`src/design/ats_pkg.sv`:
```
// Package for the transmit status and slot counter block.
// Assumes a plain register port with read data one cycle after the strobe.
package ats_pkg;

   // ----------------------------------------------------------------
   // Register offsets
   // ----------------------------------------------------------------
   localparam logic [7:0] TX_STATUS_OFS    = 8'hc0;
   localparam logic [7:0] TX_SLOT_OFS      = 8'hc4;
   localparam logic [7:0] TX_INT_EN_OFS    = 8'hcc;
   localparam logic [7:0] TX_FRAME_LEN_OFS = 8'hd0;

   // ----------------------------------------------------------------
   // Status field positions
   // ----------------------------------------------------------------
   localparam int UNDERRUN_BIT   = 0;
   localparam int EARLY_SYNC_BIT = 1;
   localparam int CLK_FAIL_BIT   = 2;
   localparam int PARITY_BIT     = 3;
   localparam int DMA_ERR_BIT    = 7;
   localparam int ERR_SUM_BIT    = 8;

   // ----------------------------------------------------------------
   // Slot counter
   // ----------------------------------------------------------------
   localparam int         SLOT_W        = 10;
   localparam logic [9:0] SLOT_RESET    = 10'h17f;
   localparam logic [9:0] SLOT_MAX      = 10'h17f;
   localparam logic [9:0] TDM_MAX_SLOTS = 10'h020;
   localparam logic [9:0] FRAME_LEN_RST = 10'h002;

   // ----------------------------------------------------------------
   // Reset values
   // ----------------------------------------------------------------
   localparam logic [3:0] FLAGS_RESET  = 4'h0;
   localparam logic [3:0] INT_EN_RESET = 4'h0;

   // Error events from the transmitter in one cycle
   typedef struct packed {
      logic dmaErr;
      logic clkFail;
      logic earlySync;
      logic underrun;
   } ats_events_s;

   // Register port request
   typedef struct packed {
      logic [7:0]  addr;
      logic [31:0] wdata;
      logic        wr;
      logic        rd;
   } ats_req_s;

endpackage

```
`src/design/ats_top.sv`:
```
// Transmit error flags, interrupt and current slot counter.
// Assumes event inputs are one-cycle pulses from logic on clk, except
// the frame sync pin which is synchronised here.
//
// Strobed register access is this design's own decision.
`timescale 1ns/1ns

// Functional notes
// - Clock-fail flag, status bit 2, sets on a clock-check error.
// - Interrupt is high while clock-fail flag and its enable are set.
// - Early-sync flag, status bit 1, sets on a premature frame sync.
// - Interrupt is high while early-sync flag and its enable are set.
// - Underrun flag, bit 0, sets when a move finds no new buffer word.
// - Interrupt is high while underrun flag and its enable are set.
// - Flags stay set until a one is written; a zero does nothing.
// - Slot count is read-only in slot register bits 9-0, range 0..383.
// - Slot count holds 383 in reset so the first count is 0.
// - Frames hold at most 32 slots, S/PDIF blocks run up to 383.
// - Slot register bits 31-10 read zero and writes are ignored.
// - Error summary bit reads the OR of all four error flags.
// - Slot-parity status bit mirrors the slot count LSB.
module ats_top (
   input  wire logic                clk,
   input  wire logic                rst,
   input  wire logic [7:0]          regAddr,
   input  wire logic [31:0]         regWdata,
   input  wire logic                regWr,
   input  wire logic                regRd,
   output logic      [31:0]         regRdata,
   input  wire logic                txFrameSync,
   input  wire logic                txSlotTick,
   input  wire logic                txBufferWrite,
   input  wire logic                txShiftLoad,
   input  wire logic                clkCheckErr,
   input  wire logic                txDmaErr,
   input  wire logic                spdifTransmitMode,
   output logic                     txInterrupt,
   output logic      [9:0]          txSlotCount
);

   // Register port and decoded writes
   ats_pkg::ats_req_s    req;
   logic        wrStatus;
   logic        wrIntEn;
   logic        wrFrameLen;
   logic [3:0]  wrFlags;

   // Event flags and interrupt
   ats_pkg::ats_events_s ev;
   logic [3:0]  setVec;
   logic [3:0]  flags;
   logic [3:0]  clrVec;
   logic [3:0]  intEn_q;
   logic [3:0]  pending;

   // Slot counter
   logic [9:0]  frameLen_q;
   logic [9:0]  slot_q;
   logic [9:0]  slot_d;
   logic [9:0]  lastSlot;
   logic        atLast;
   logic        started_q;

   // Frame sync pin
   logic        syncMeta_q;
   logic        syncSync_q;
   logic        syncPrev_q;
   logic        syncRise;

   // Underrun tracking
   logic        bufFresh_q;

   // Read path
   logic [31:0] statusWord;
   logic [31:0] intEnWord;
   logic [31:0] slotWord;
   logic [31:0] frameLenWord;
   logic [31:0] rdata_d;
   logic [31:0] rdata_q;

   assign req.addr  = regAddr;
   assign req.wdata = regWdata;
   assign req.wr    = regWr;
   assign req.rd    = regRd;

   // ----------------------------------------------------------------
   // Register write decode
   // ----------------------------------------------------------------
   assign wrStatus   = req.wr && (req.addr == ats_pkg::TX_STATUS_OFS);
   assign wrIntEn    = req.wr && (req.addr == ats_pkg::TX_INT_EN_OFS);
   assign wrFrameLen = req.wr && (req.addr == ats_pkg::TX_FRAME_LEN_OFS);

   // Write data gathered into flag order: dma, clock, sync, underrun
   assign wrFlags = {req.wdata[ats_pkg::DMA_ERR_BIT],
                     req.wdata[ats_pkg::CLK_FAIL_BIT],
                     req.wdata[ats_pkg::EARLY_SYNC_BIT],
                     req.wdata[ats_pkg::UNDERRUN_BIT]};

   // ----------------------------------------------------------------
   // Frame sync synchroniser and edge detect
   // ----------------------------------------------------------------
   // The pin is asynchronous: two flops before any logic, a third for
   // the edge; all reset low like the idle pin, so no false edge
   always_ff @(posedge clk or posedge rst) begin
      if (rst) begin
         syncMeta_q <= 1'b0;
         syncSync_q <= 1'b0;
         syncPrev_q <= 1'b0;
      end else begin
         syncMeta_q <= txFrameSync;
         syncSync_q <= syncMeta_q;
         syncPrev_q <= syncSync_q;
      end
   end

   assign syncRise = syncSync_q & ~syncPrev_q;

   // ----------------------------------------------------------------
   // Slot counter
   // ----------------------------------------------------------------
   // S/PDIF blocks use the full 384-slot range, TDM the programmed length up to 32 slots
   // A zero frame length is taken as a one-slot frame
   always_comb begin
      if (spdifTransmitMode) begin
         lastSlot = ats_pkg::SLOT_MAX;
      end else if (frameLen_q == 10'h000) begin
         lastSlot = 10'h000;
      end else if (frameLen_q > ats_pkg::TDM_MAX_SLOTS) begin
         lastSlot = ats_pkg::TDM_MAX_SLOTS - 10'h001;
      end else begin
         lastSlot = frameLen_q - 10'h001;
      end
   end

   assign atLast = (slot_q >= lastSlot);

   always_comb begin
      slot_d = slot_q;
      if (syncRise) begin
         slot_d = 10'h000;
      end else if (txSlotTick) begin
         if (atLast) begin
            slot_d = 10'h000;
         end else begin
            slot_d = slot_q + 10'h001;
         end
      end
   end

   always_ff @(posedge clk or posedge rst) begin
      if (rst) begin
         slot_q <= ats_pkg::SLOT_RESET;
      end else begin
         slot_q <= slot_d;
      end
   end

   // ----------------------------------------------------------------
   // Frame start marker
   // ----------------------------------------------------------------
   // Marks that at least one frame has begun, so the slot count before the
   // first frame sync after reset cannot make that sync look early
   always_ff @(posedge clk or posedge rst) begin
      if (rst) begin
         started_q <= 1'b0;
      end else if (syncRise) begin
         started_q <= 1'b1;
      end
   end

   assign txSlotCount = slot_q;

   // ----------------------------------------------------------------
   // Underrun tracking
   // ----------------------------------------------------------------
   // A load consumes the buffer even when a word is written beside it:
   // that word goes out with this load, so the next load needs another
   always_ff @(posedge clk or posedge rst) begin
      if (rst) begin
         bufFresh_q <= 1'b0;
      end else if (txShiftLoad) begin
         bufFresh_q <= 1'b0;
      end else if (txBufferWrite) begin
         bufFresh_q <= 1'b1;
      end
   end

   // ----------------------------------------------------------------
   // Error events
   // ----------------------------------------------------------------
   // Early sync: a new frame sync before the last slot of the frame
   assign ev.earlySync = syncRise & started_q & ~atLast;
   assign ev.clkFail   = clkCheckErr;
   assign ev.underrun  = txShiftLoad & ~bufFresh_q
                         & ~txBufferWrite;
   assign ev.dmaErr    = txDmaErr;

   assign setVec = {ev.dmaErr, ev.clkFail, ev.earlySync, ev.underrun};

   // Write-one-to-clear of the status register
   always_comb begin
      clrVec = 4'h0;
      if (wrStatus) begin
         clrVec = wrFlags;
      end
   end

   // ----------------------------------------------------------------
   // Sticky flags
   // ----------------------------------------------------------------
   ats_flag_bank u_flags (
      .clk    (clk),
      .rst    (rst),
      .setVec (setVec),
      .clrVec (clrVec),
      .flags  (flags)
   );

   // ----------------------------------------------------------------
   // Interrupt enable and frame length registers
   // ----------------------------------------------------------------
   always_ff @(posedge clk or posedge rst) begin
      if (rst) begin
         intEn_q <= ats_pkg::INT_EN_RESET;
      end else if (wrIntEn) begin
         intEn_q <= wrFlags;
      end
   end

   always_ff @(posedge clk or posedge rst) begin
      if (rst) begin
         frameLen_q <= ats_pkg::FRAME_LEN_RST;
      end else if (wrFrameLen) begin
         frameLen_q <= req.wdata[9:0];
      end
   end

   // ----------------------------------------------------------------
   // Interrupt
   // ----------------------------------------------------------------
   // One level output, high while any enabled flag is set
   assign pending = flags & intEn_q;

   assign txInterrupt = pending[2]
                      | pending[1]
                      | pending[0]
                      | pending[3];

   // ----------------------------------------------------------------
   // Register words
   // ----------------------------------------------------------------
   // Enable readback has the same layout as the status flags
   always_comb begin
      intEnWord = 32'h0000_0000;
      intEnWord[ats_pkg::UNDERRUN_BIT]   = intEn_q[0];
      intEnWord[ats_pkg::EARLY_SYNC_BIT] = intEn_q[1];
      intEnWord[ats_pkg::CLK_FAIL_BIT]   = intEn_q[2];
      intEnWord[ats_pkg::DMA_ERR_BIT]    = intEn_q[3];
   end

   // Reserved upper bits of the slot register always read zero
   assign slotWord     = {22'h0, slot_q};
   assign frameLenWord = {22'h0, frameLen_q};

   // Status word: sticky flags, slot parity and error summary
   always_comb begin
      statusWord = 32'h0000_0000;
      statusWord[ats_pkg::UNDERRUN_BIT]   = flags[0];
      statusWord[ats_pkg::EARLY_SYNC_BIT] = flags[1];
      statusWord[ats_pkg::CLK_FAIL_BIT]   = flags[2];
      statusWord[ats_pkg::PARITY_BIT]     = slot_q[0];
      statusWord[ats_pkg::DMA_ERR_BIT]    = flags[3];
      statusWord[ats_pkg::ERR_SUM_BIT]    = |flags;
   end

   // ----------------------------------------------------------------
   // Read path
   // ----------------------------------------------------------------
   always_comb begin
      rdata_d = 32'h0000_0000;
      unique case (req.addr)
         ats_pkg::TX_STATUS_OFS: begin
            rdata_d = statusWord;
         end
         ats_pkg::TX_SLOT_OFS: begin
            rdata_d = slotWord;
         end
         ats_pkg::TX_INT_EN_OFS: begin
            rdata_d = intEnWord;
         end
         ats_pkg::TX_FRAME_LEN_OFS: begin
            rdata_d = frameLenWord;
         end
         default: begin
            rdata_d = 32'h0000_0000;
         end
      endcase
   end

   always_ff @(posedge clk or posedge rst) begin
      if (rst) begin
         rdata_q <= 32'h0000_0000;
      end else if (req.rd) begin
         rdata_q <= rdata_d;
      end else begin
         rdata_q <= 32'h0000_0000;
      end
   end

   // Read data stand for the one cycle after the strobe, else zero
   assign regRdata = rdata_q;

endmodule

```
`src/design/ats_flag_bank.sv`:
```
// Sticky event flags cleared by writing one.
// Assumes events and clear mask arrive on clk; set wins over clear.
`timescale 1ns/1ns
module ats_flag_bank (
   input  wire logic       clk,
   input  wire logic       rst,
   input  wire logic [3:0] setVec,
   input  wire logic [3:0] clrVec,
   output logic      [3:0] flags
);

   logic [3:0] flags_q;

   // ----------------------------------------------------------------
   // One flip-flop per flag
   // ----------------------------------------------------------------
   genvar i;
   generate
      for (i = 0; i < 4; i = i + 1) begin : g_flag
         always_ff @(posedge clk or posedge rst) begin
            if (rst) begin
               flags_q[i] <= ats_pkg::FLAGS_RESET[i];
            end else if (setVec[i]) begin
               flags_q[i] <= 1'b1;
            end else if (clrVec[i]) begin
               flags_q[i] <= 1'b0;
            end
         end
      end
   endgenerate

   assign flags = flags_q;

endmodule

```
`config.mk`:
```
export PLATFORM = sky130hd
export DESIGN_NAME = ats_top
export DESIGN_NICKNAME = d
export VERILOG_FILES = /design/src/design/ats_pkg.sv /design/src/design/ats_top.sv /design/src/design/ats_flag_bank.sv
export SDC_FILE = /design/constraint.sdc
export NUM_CORES = 1
export LEC_CHECK = 0
export BUFFER_PORTS_ARGS = -buffer_cell sky130_fd_sc_hd__buf_4
export CORE_MARGIN = 2
export CORE_UTILIZATION = 30
export DETAILED_ROUTE_END_ITERATION = 7
export PLACE_DENSITY_LB_ADDON = 0.2
export SYNTH_ARGS = -nofsm -noshare
export SYNTH_HDL_FRONTEND = slang
export SYNTH_HIERARCHICAL = 1
export SYNTH_SLANG_ARGS = --single-unit
```
`constraint.sdc`:
```
create_clock -name clk -period 3.9 [get_ports clk]
set_input_delay 0 -clock clk [delete_from_list [all_inputs] [get_ports clk]]
set_output_delay 0 -clock clk [all_outputs]
set_load 0.03 [all_outputs]
```
# After elaboration in Yosys (flattened, before gate mapping)
# Cells that the tools add are included.
# classes
eq_ne	4
div	0
muxes	19
multipliers	0
shifts	0
magnitude_cmp	2
bitwise_logic	13
addsub	2
n_reduce_logical	11
# ops
cell	count
$mux W10	6
$pmux W10 S4	1
$eq A8 B8 Y1 const B	4
$mux W32	1
$reduce_bool A2 Y1	6
$add A10 B1 Y10 const B	1
$ge A10 B10 Y1	1
$gt A10 B6 Y1 const B	1
$logic_not A10 Y1	1
$mux W1	10
$sub A10 B1 Y10 const B	1
$and A1 B1 Y1	5
$and A4 B4 Y4	1
$mux W4	1
$not A1 Y1	4
$reduce_or A4 Y1	1
$logic_and A1 B1 Y1	3
$or A1 B1 Y1	3
# word_totals
reg_bits	65
mem_bits_rw	0
latch_bits	0
word_cells	64
in_bits	51
n_memories	0
mem_bits_ro	0

# Longest topological paths before layout
# Gate-level depths: netlist of the first run.
# depth
word_depth	8
ltp_mapped	14
depth_no_buf	13

# Hierarchy
# Netlist of the first run, hierarchy kept.
# modules_own_cells
mod	seq_area_each_um2	n_inst	cells_each	area_each_um2
ats_top	987.2	1	254	2448.6
ats_flag_bank	100.1	1	13	148.9

# Worst setup path after synthesis of the first run
# OpenSTA, ideal clock, no wires.
# synth_path
path_type	reg2reg
startpoint	reg frameLen_q[2]
endpoint	reg slot_q[3], in the netlist txSlotCount[3]
period_less_slack_ps	2805
required_ps	3811
setup_slack_ps	1095
t_arrival_ps	2716
stages_incl_launch_ff	13
path_buffers	1
setup_time_ps	89
path_cell_list	dfrtp_1 -> nor3_1 -> nand2_1 -> nor2_1 -> a21oi_1 -> or2_2 -> ha_1 -> nand2b_1 -> a211oi_1 -> nor3_1 -> or3_1 -> buf_2 -> a211oi_1
# synth_via
elab_chain_cells	8
word_cells_on_any_way	10
classes_between	add/sub: 1; order compare: 2; mux: 6; reduce/logical: 1
# synth_lines
item	line	source
start: declaration	ats_top.sv:57	logic [9:0] frameLen_q;
start signal: assignment	ats_top.sv:232	frameLen_q <= ats_pkg::FRAME_LEN_RST;
start signal: assignment	ats_top.sv:234	frameLen_q <= req.wdata[9:0];
$sub A10 B1 Y10 / $gt A10 B6 Y1 (equally long branches)	ats_top.sv:131, ats_top.sv:128	
$mux W10	ats_top.sv:128	end else if (frameLen_q > ats_pkg::TDM_MAX_SLOTS) begin
$mux W10 (*)	ats_top.sv:126	end else if (frameLen_q == 10'h000) begin
$mux W10 (*)	ats_top.sv:124	if (spdifTransmitMode) begin
$ge A10 B10 Y1 (*)	ats_top.sv:135	assign atLast = (slot_q >= lastSlot);
$mux W10 (*)	ats_top.sv:142	if (atLast) begin
$mux W10 (*)	ats_top.sv:141	end else if (txSlotTick) begin
$mux W10 (*)	ats_top.sv:139	if (syncRise) begin
end signal: assignment	ats_top.sv:152	slot_q <= ats_pkg::SLOT_RESET;
end signal: assignment	ats_top.sv:154	slot_q <= slot_d;
end: declaration	ats_top.sv:58	logic [9:0] slot_q;
# Mark *: on every way between the ends. The rest lies on a longest branch, timed or not. The select of a mux whose other input is x is not followed.
# A chain may end at the register's enable or synchronous reset.

# Final worst setup path of the first run
# layout_path
startpoint	reg frameLen_q[2]
endpoint	reg slot_q[6], in the netlist txSlotCount[6]
# Same word-level chain as after synthesis.

==> results of run 1 <==
[report_power, final]
part           leakage [µW]  internal, µW  switching (µW)
Sequential         0.000527           467            24.7
Combinational      0.000899          80.2             114
Clock             0.0000515           162             150
Total               0.00148           709             289
[metrics by stage]
stage	setup slack, ps	hold slack, ps
floorplan	1090	-234
global placement	681	-95.0
detailed placement	647	-97.4
CTS	623	31.3
global route	333	56.3
finish	605	43.1
[final timing paths]
path                                                 from                      endpoint  slack [ps]  cells after the start
worst max register to register  frameLen_q[2]$_DFFE_PP0P_    txSlotCount[6]$_DFFE_PP1P_         600                     11
max in group asynchronous                             rst    txSlotCount[5]$_DFFE_PP1P_        3140                      4
min in group asynchronous                             rst  u_flags/flags[3]$_DFFE_PP0P_         140                      3
worst min-delay path                           txSlotTick    txSlotCount[2]$_DFFE_PP1P_          40                      2
worst max-delay path            frameLen_q[2]$_DFFE_PP0P_    txSlotCount[6]$_DFFE_PP1P_         600                     11
worst min register to register       syncMeta_q$_DFF_PP0_          syncSync_q$_DFF_PP0_         350                      0
[cells by family after synthesis]
| family | count (synthesis) |
|---|---|
| flip-flops | 43 |
| adder cells (fa/ha/maj) | 13 |
| AND/OR/NAND/NOR | 86 |
| AO/OA/AOI/OAI | 64 |
| multiplexers | 15 |
| buffers and inverters | 44 |
| XOR/XNOR | 1 |
| other | 1 |
[per-layer routing]
metal	global-route usage	vias up	part of all wire
li1	-	1061	-
met1	0.188	1019	0.48
met2	0.194	54	0.45
met3	0.0209	10	0.044
met4	0.0553	0	0.019
met5	0	-	0
[state kept, by name (all words and copies together), names as in the netlist]
name / count
started_q: 1
syncPrev_q: 1
u_flags/flags: 4
intEn_q: 4
syncMeta_q: 1
txSlotCount: 10
regRdata: 10
frameLen_q: 10
syncSync_q: 1
bufFresh_q: 1
[worst register-to-register path, cell delays in order (launching register included)]
cell and delay (ps):
dfrtp_1 460, nor3_1 510, nand2_1 180, nor2_1 150, a21oi_1 50, or2_2 280, ha_1 260, nand2b_1 130
a211oi_1 270, nor3_1 70, or3_1 510, a211oi_1 330
[cell type report]
| type | instances | area share |
|---|---|---|
| repair buffers | 68 | 0.170 |
| multi-input cells | 201 | 0.408 |
| well taps | 105 | 0.0405 |
| clock buffers | 8 | 0.0309 |
| flip-flops and latches | 43 | 0.335 |
| inverters | 14 | 0.0162 |
[placed cells by master, fill, tap and decap left out, types with 7 or more instances in the layout]
master and count:
a211oi_1 10, a21oi_1 12, a22oi_1 10, buf_4 52
clkbuf_8 7, conb_1 22, dfrtp_1 34, dfstp_2 9
dlygate4sd3_1 16, ha_1 12, inv_1 14, mux2_2 12
nand2_1 13, nand3_1 17, nor2_1 17, o21ai_0 16
[what timing repair did]
item | in CTS | in global routing
resized for setup | 0 | 0
endpoints found under the hold margin | 52 | 0
setup endpoints to repair | 0 | 0
buffers inserted | 0 | 0
hold buffers | 16 | 0
==> summary.txt, run 1 <==
Timing
  – Tcrit/Tclk final: 0.845
  – Layout Skew: 5.82 ps
  – Min cycle time layout: 3300 ps
  – Setup tns final: 0 ps
  – Finish-stage setup viols: 0
  – Slew Viols, Final: 0
  – Relative slew slack: 0.629
  – Final hold viol count: 0
  – Highest clock rate: 0.303 GHz
  – RSZ-0062 raised after global routing: no
  – Slew at the pin closest to its max-slew limit: 552 ps

Drt
  – DR iter-0 viols: 121
  – Average wire per standard cell: 13.9 µm
  – Routed Wire Length: 6100 µm
  – Post-route ant nets: 0
  – Via count: 2144
  – Vias per inst: 4.88
  – First-pass iteration count of the detailed router: 4
  – # DRC: 0

Final layout
  – Cell area after layout: 3240 µm²
  – Layout Cells excl Fill: 439
  – Share of cells above drive strength 1: 0.269
  – Total area of sequential cells: 1090 µm²
  – Layout area overhead: 24.9%
  – Diodes inserted: 0
  – Nets@finish: 396
  – Layout fillers: 869
  – Core Util, Final: 0.391
  – Multi-input logic area: 1320 µm²

CTS
  – CTS tree: done
  – Clock-pin slew on the worst setup and hold paths: 80 ps
  – CTS Root Cell: clkbuf_8
  – Clock Path Buffers: 2
  – Sink Count: 43
  – Total CTS buffers: 5
  – H-tree Lvls: 2
  – Clock Latency Late Sink: 300 ps

Yosys
  – Seq/Total Area, Yosys: 0.419
  – Area share of and/or/nand/nor cells after synthesis: 0.184
  – FF+latch count, synth: 43
  – EDFF count, synth: 0
  – Synthesized cell area: 2600 µm²
  – Main synth FF type: dfrtp_1
  – Distinct cells, synth: 47
  – Synth Area in Compound Gates: 0.164
  – Synth Area in Adders: 0.0617
  – Largest family of logic cells by synthesized area: simple AND/OR/NAND/NOR gates
  – YS warnings: 6
  – Mean area per synthesized cell: 9.73 µm²
  – Ranking of synthesized cells by area: dfrtp_1 (33%), dfstp_2 (9.1%), buf_4 (6.4%)
  – Gate Count Post-Synth: 267
  – Cell with the most instances after synthesis: dfrtp_1
  – Cell taking the most area after synthesis: dfrtp_1
  – Synth cell count leaders: dfrtp_1 (34), buf_4 (22), nand3_1 (17), nor2_1 (17), o21ai_0 (16)
  – Top-area cell type share of the netlist area: 0.328
  – XOR/XNOR Fraction of Synth Area: 0.00337
  – Post-synthesis mux area share: 0.0636
  – Async set-reset flop share out of synthesis: 1.00

Floorplan
  – Core box area: 8300 µm²
  – Die area: 9420 µm²
  – Width of the die: 97.1 µm
  – # rows: 33
  – Initial Util: 0.313
  – IO Count: 94
  – Die height: 97.1 µm

Critical path
  – Crit path DAT: 3500 ps
  – WP buf/inv: 0
  – Crit-path max FO: 11
  – Slowest cell on crit path: nor3_1
  – CP Launch Type: flop
  – Critical path type: flop to flop
  – CP endpoint kind: flop
  – Crit-path leading delay family: simple AND/OR/NAND/NOR gates
  – Slowest stage delay, CP: 510 ps
  – Worst EP required: 4100 ps
  – Crit path cell chain: nor3_1 -> nand2_1 -> nor2_1 -> a21oi_1 -> or2_2 -> ha_1 -> nand2b_1 -> a211oi_1 -> nor3_1 -> or3_1 -> a211oi_1

Global route
  – GRT Resource Usage Total: 0.130
  – Largest net degree at the start of global routing: 40
  – Remaining global-route overflow: 0
  – Global-route wire length before repair: 10000 µm
  – Initial antenna violation count: 0
  – Vias in the first global route: 1984

Worst hold path
  – Worst Hold Class: input port to flop

Pwr
  – VDD IR max: 0.000113 V
  – LEAKAGE: 0.00148 µW
  – PnR Total Power: 998 µW
  – Pwr per Cell Area: 308 nW/µm²

Outcome
  – Status: finished, final reports clean

Placed design
  – Placed cell count: 415
  – Routability cong.: 0.813
  – Hpwl dp: 4500 µm
  – Placed Area: 2980 µm²
  – PortBufs: 49

Flow run
  – Maxcap violations: 0
Power figures use the tool's default switching activity.
==> inputs of run 2 (changes only) <==
==> constraint.sdc (replaced) <==
create_clock -name clk -period 2.99 [get_ports clk]
set_input_delay 0 -clock clk [delete_from_list [all_inputs] [get_ports clk]]
set_output_delay 0 -clock clk [all_outputs]
set_load 0.03 [all_outputs]
==> summary.txt, run 2 (same netlist as run 1, synthesis figures left out) <==
Timing
  – Slew at the pin closest to its max-slew limit: 791 ps (+239 ps)
  – Hold Slack: 41.7 ps (-1.48 ps)
  – Finish-stage setup viols: 0 (unchanged)
  – Tcrit/Tclk final: 0.953 (+0.108)
  – Slew Viols, Final: 0 (unchanged)
  – Layout Skew: 4.62 ps (-1.20 ps)
  – Highest clock rate: 0.351 GHz (+16%)
  – Final hold viol count: 0 (unchanged)
  – Relative slew slack: 0.472 (-0.157)
  – RSZ-0062 raised after global routing: yes
  – Min cycle time layout: 2850 ps (-447 ps)

Final layout
  – Nets@finish: 405 (+2.3%)
  – Layout area overhead: 28.4%
  – Layout fillers: 853 (-1.8%)
  – Commonest non-fill, non-tap cell in the layout: buf_4
  – Diodes inserted: 0 (unchanged)
  – Most frequent cells in the layout: buf_4 (61), dfrtp_1 (34), conb_1 (22), nand3_1 (17)
  – Share of cells above drive strength 1: 0.309 (+0.0396)
  – Layout Cells excl Fill: 448 (+2.1%)

Drt
  – DR iter-0 viols: 120 (-0.83%)
  – Post-route ant nets: 0 (unchanged)
  – Average wire per standard cell: 13.9 µm (-0.18%)
  – Vias per inst: 4.82 (-1.3%)
  – Via count: 2159 (+0.70%)
  – # DRC: 0 (unchanged)
  – Routed Wire Length: 6220 µm (+1.9%)
  – First-pass iteration count of the detailed router: 4 (unchanged)

Placed design
  – Placed cell count: 424 (+2.2%)
  – Hpwl dp: 4600 µm (+2.3%)
  – Routability cong.: 0.810 (-0.39%)
  – PortBufs: 49 (unchanged)

Pwr
  – PnR Total Power: 1310 µW (+31%)
  – Pwr per Cell Area: 392 nW/µm² (+27%)
  – VDD IR max: 0.000143 V (+27%)
  – LEAKAGE: 0.00152 µW (+3.0%)

Global route
  – Global-route wire length before repair: 10400 µm (+3.4%)
  – Largest net degree at the start of global routing: 29 (-28%)
  – Remaining global-route overflow: 0 (unchanged)
  – Vias in the first global route: 2030 (+2.3%)
  – Grt met1 use: 0.193 (+0.00479)
  – Busiest grt layer: met2
  – M3 GR Usage: 0.0288 (+0.00791)
  – GRT Resource Usage Total: 0.136 (+0.00554)
  – Initial antenna violation count: 0 (unchanged)
  – Met2 usage: 0.212 (+0.0176)

CTS
  – CTS Root Cell: clkbuf_8
  – Sink Count: 43 (unchanged)
  – Clock Path Buffers: 2 (unchanged)
  – CTS tree: done
  – Clock-pin slew on the worst setup and hold paths: 80 ps (about the same)
  – H-tree Lvls: 2 (unchanged)
  – Clock Latency Late Sink: 300 ps (about the same)
  – Total CTS buffers: 5 (unchanged)

Critical path
  – Critical path type: flop to flop
  – Crit path DAT: 3100 ps (-400 ps)
  – RR Startpoint: frameLen_q[9]$_DFFE_PP0P_
  – CP endpoint kind: flop
  – CP Launch Type: flop
  – Worst EP required: 3240 ps (-860 ps)
  – CP startpoint: frameLen_q[9]$_DFFE_PP0P_
  – Crit-path max FO: 11 (unchanged)

Outcome
  – Status: finished, final reports clean

Floorplan
  – Die area: 9420 µm² (unchanged)
  – Initial Util: 0.313 (unchanged)
  – Die height: 97.1 µm (unchanged)
  – IO Count: 94 (unchanged)
  – Width of the die: 97.1 µm (unchanged)
  – Core box area: 8300 µm² (unchanged)
  – # rows: 33 (unchanged)

Flow run
  – Maxcap violations: 0 (unchanged)

Worst hold path
  – Hold Startpoint: txSlotTick
  – Worst Hold Class: input port to flop
==> run 2: cell types whose count changed in the layout (fill, tap and decap cells not counted), moves of 2 or more <==
cell / delta
a211oi_1: -2
a211oi_2: +2
buf_4: +9
nor4_1: -2
nor4_2: +2
==> run 2: critical path, stage by stage (launching register included) <==
cell and delay, ps:
dfrtp_1 390, nor4_2 300, buf_4 170, nand2_1 120
or2_2 320, ha_1 260, nand2b_1 130, a211oi_1 250
nor3_1 60, or3_1 300, buf_4 190, nor2_1 190
a21o_1 110
==> run 2: timing repair <==
action	4_1_cts	5_1_grt
hold buffers	16	0
setup buffers	0	0
endpoints found under the setup margin	0	8
gates resized for setup	0	8
endpoints found under the hold margin	39	0
==> run 2: per-stage QoR <==
step | worst slack, ps | area [µm²] | util | setup TNS (ps)
after floorplan | 185 | 2680 | - | 0
after global placement | 133 | 3050 | 0.368 | 0
after detailed placement | 136 | 3050 | 0.368 | 0
after global routing | -17.9 | 3330 | 0.402 | -35.4
final | 141 | 3330 | 0.402 | 0
after CTS | 21.0 | 3300 | 0.398 | 0
==> run 2: path summary, 6_finish.rpt <==
path	end	slack, ps	cells after the start
max	u_flags/flags[1]$_DFFE_PP0P_	140	12
min	txSlotCount[2]$_DFFE_PP1P_	40	2
max reg2reg	u_flags/flags[1]$_DFFE_PP0P_	140	12
min reg2reg	syncSync_q$_DFF_PP0_	350	0
max in group asynchronous	txSlotCount[3]$_DFFE_PP1P_	1760	4
min in group asynchronous	u_flags/flags[3]$_DFFE_PP0P_	130	3
==> run 2: report_power, final <==
group | leakage, µW | internal (µW) | total (µW) | switching [µW]
sequential | 0.000527 | 609 | 640 | 30.1
combinational | 0.000946 | 114 | 271 | 156
clock | 0.0000482 | 187 | 395 | 208
total | 0.00152 | 911 | 1310 | 395
==> run 2: final cells by class <==
type,instances,area (µm²),area share
Clock inverter,1,5.00,0.00150
Clock buffer,7,86.3,0.0259
Timing Repair Buffer,77,618,0.185
Tap cell,105,131,0.0394
Inverter,14,52.6,0.0158
Sequential cell,43,1090,0.326
Multi-Input combinational cell,201,1350,0.406
==> run 2: routing by layer <==
layer / part of all wire / vias to the layer above
met4: 0.012 / 0
met3: 0.043 / 6
met5: 0 / -
li1: - / 1075
met1: 0.48 / 1026
met2: 0.47 / 52
==> inputs of run 3 (changes only) <==
--- a/config.mk
+++ b/config.mk
@@ -14,3 +14,4 @@
 export SYNTH_HDL_FRONTEND = slang
 export SYNTH_HIERARCHICAL = 1
 export SYNTH_SLANG_ARGS = --single-unit
+export TNS_END_PERCENT = 100
==> constraint.sdc (replaced) <==
create_clock -name clk -period 3.1 [get_ports clk]
set_input_delay 0 -clock clk [delete_from_list [all_inputs] [get_ports clk]]
set_output_delay 0 -clock clk [all_outputs]
set_load 0.03 [all_outputs]
==> summary.txt, run 3 (same netlist as run 1, synthesis figures left out) <==
Global route
  – GRT Resource Usage Total: 0.135 (-0.000810)
  – Largest net degree at the start of global routing: 29 (unchanged)
  – Initial antenna violation count: 0 (unchanged)
  – Vias in the first global route: 2080 (+2.5%)
  – Remaining global-route overflow: 0 (unchanged)
  – Global-route wire length before repair: 10300 µm (-0.66%)

Pwr
  – VDD IR max: 0.000157 V (+10%)
  – LEAKAGE: 0.00150 µW (-1.6%)
  – PnR Total Power: 1260 µW (-3.2%)
  – Pwr per Cell Area: 384 nW/µm² (-2.0%)

Placed design
  – Hpwl dp: 4620 µm (+0.45%)
  – Pre-CTS WS: 108 ps (-28.3 ps)
  – Placed cell count: 419 (-1.2%)
  – Routability cong.: 0.819 (+1.1%)
  – PortBufs: 49 (unchanged)

Drt
  – DR iter-0 viols: 127 (+5.8%)
  – Post-route ant nets: 0 (unchanged)
  – Average wire per standard cell: 14.0 µm (+0.92%)
  – First-pass iteration count of the detailed router: 4 (unchanged)
  – Routed Wire Length: 6210 µm (-0.21%)
  – Via count: 2185 (+1.2%)
  – Vias per inst: 4.93 (+2.3%)
  – # DRC: 0 (unchanged)

CTS
  – Total CTS buffers: 5 (unchanged)
  – Clock Path Buffers: 2 (unchanged)
  – CTS tree: done
  – Clock Latency Late Sink: 300 ps (about the same)
  – Sink Count: 43 (unchanged)
  – # Post-CTS Setup Buffers: 0 (unchanged)
  – CTS Root Cell: clkbuf_8
  – H-tree Lvls: 2 (unchanged)
  – Clock-pin slew on the worst setup and hold paths: 80 ps (about the same)

Final layout
  – Layout fillers: 842 (-1.3%)
  – Share of cells above drive strength 1: 0.287 (-0.0221)
  – Nets@finish: 400 (-1.2%)
  – Diodes inserted: 0 (unchanged)
  – Most frequent cells in the layout: buf_4 (56), dfrtp_1 (34), conb_1 (22), nor2_1 (17), nand3_1 (17)
  – Commonest non-fill, non-tap cell in the layout: buf_4
  – Layout Cells excl Fill: 443 (-1.1%)
  – Layout area overhead: 26.7%

Timing
  – Highest clock rate: 0.361 GHz (+2.8%)
  – Tcrit/Tclk final: 0.894 (-0.0591)
  – Hold Slack: 49.3 ps (+7.59 ps)
  – RSZ-0062 raised after global routing: no
  – PnR worst setup slack: 330 ps (+188 ps)
  – Final hold viol count: 0 (unchanged)
  – Slew Viols, Final: 0 (unchanged)
  – Slew at the pin closest to its max-slew limit: 761 ps (-29.2 ps)
  – Min cycle time layout: 2770 ps (-78.4 ps)
  – Relative slew slack: 0.492 (+0.0195)
  – Layout Skew: 3.93 ps (-0.689 ps)
  – Setup tns final: 0 ps (unchanged)
  – Finish-stage setup viols: 0 (unchanged)

Critical path
  – CP endpoint kind: flop
  – Critical path type: flop to flop
  – Slowest cell on crit path: dfrtp_1
  – CP Launch Type: flop
  – Crit-path leading delay family: simple AND/OR/NAND/NOR gates
  – Crit path DAT: 2980 ps (-120 ps)
  – Crit-path max FO: 11 (unchanged)
  – Slowest stage delay, CP: 440 ps (+50 ps)
  – Crit path cell chain: nor3_1 -> nand2_1 -> nor2_1 -> a21oi_1 -> or2_2 -> ha_1 -> nand2b_1 -> a211oi_1 -> nor3_1 -> or3_4 -> a211oi_1
  – Worst EP required: 3310 ps (+70 ps)
  – WP buf/inv: 0 (-2)

Floorplan
  – Width of the die: 97.1 µm (unchanged)
  – # rows: 33 (unchanged)
  – Die area: 9420 µm² (unchanged)
  – IO Count: 94 (unchanged)
  – Initial Util: 0.313 (unchanged)
  – Die height: 97.1 µm (unchanged)
  – Core box area: 8300 µm² (unchanged)

Outcome
  – Status: finished, final reports clean

Flow run
  – Maxcap violations: 0 (unchanged)

Worst hold path
  – Worst Hold Class: input port to flop
## run 3: cell count changes in the layout (fill, tap and decap cells not counted), sizes merged
cell    change
buf         -5
clkbuf      +1
clkinv      -1
## run 3: final timing paths
| path | startpoint | endpoint | slack, ps | depth (start not counted) |
|---|---|---|---|---|
| worst min register to register | syncMeta_q$_DFF_PP0_ | syncSync_q$_DFF_PP0_ | 350 | 0 |
| min in group asynchronous | rst | u_flags/flags[0]$_DFFE_PP0P_ | 140 | 3 |
| worst max-delay path | frameLen_q[4]$_DFFE_PP0P_ | txSlotCount[5]$_DFFE_PP1P_ | 330 | 11 |
| worst min-delay path | txSlotTick | txSlotCount[2]$_DFFE_PP1P_ | 50 | 2 |
| worst max register to register | frameLen_q[4]$_DFFE_PP0P_ | txSlotCount[5]$_DFFE_PP1P_ | 330 | 11 |
| max in group asynchronous | rst | txSlotCount[1]$_DFFE_PP1P_ | 1890 | 4 |
## run 3: worst register-to-register path, stage by stage (launching register included)
cell      delay [ps]
dfrtp_1          440
nor3_1           250
nand2_1          140
nor2_1           140
a21oi_1           50
or2_2            270
ha_1             260
nand2b_1         140
a211oi_1         230
nor3_1            70
or3_4            410
a211oi_1         290
## run 3: routing by layer
| layer | routed length (µm) | global-route usage | vias to the layer above | part of all wire |
|---|---|---|---|---|
| met5 | 0 | 0 | - | 0 |
| met4 | 93 | 0.0477 | 0 | 0.015 |
| met3 | 272 | 0.0338 | 7 | 0.044 |
| met2 | 2940 | 0.214 | 58 | 0.47 |
| met1 | 2900 | 0.180 | 1051 | 0.47 |
| li1 | - | - | 1069 | - |
## run 3: per-stage QoR
stage               cell area [µm²]   util
floorplan                      2680      -
global route                   3290  0.397
global placement               3010  0.363
CTS                            3270  0.395
detailed placement             3010  0.363
finish                         3290  0.397
## run 3: area by class of cell
class                           instances  area [µm²]  share of cell area
Clock buffer                            8         100              0.0304
Sequential cell                        43        1090               0.330
Inverter                               14        52.6              0.0160
Timing Repair Buffer                   72         581               0.176
Multi-Input combinational cell        201        1340               0.407
Tap cell                              105         131              0.0399
## run 3: power by group
group / internal (µW) / switching (µW) / total (µW)
Clock: 203 / 188 / 391
Sequential: 588 / 29.2 / 617
Combinational: 107 / 148 / 255
## run 3: what timing repair did
item,CTS,global route
hold buffers,16,0
gates resized for setup,0,3
endpoints found under the setup margin,0,8
hold endpoints to repair,40,0
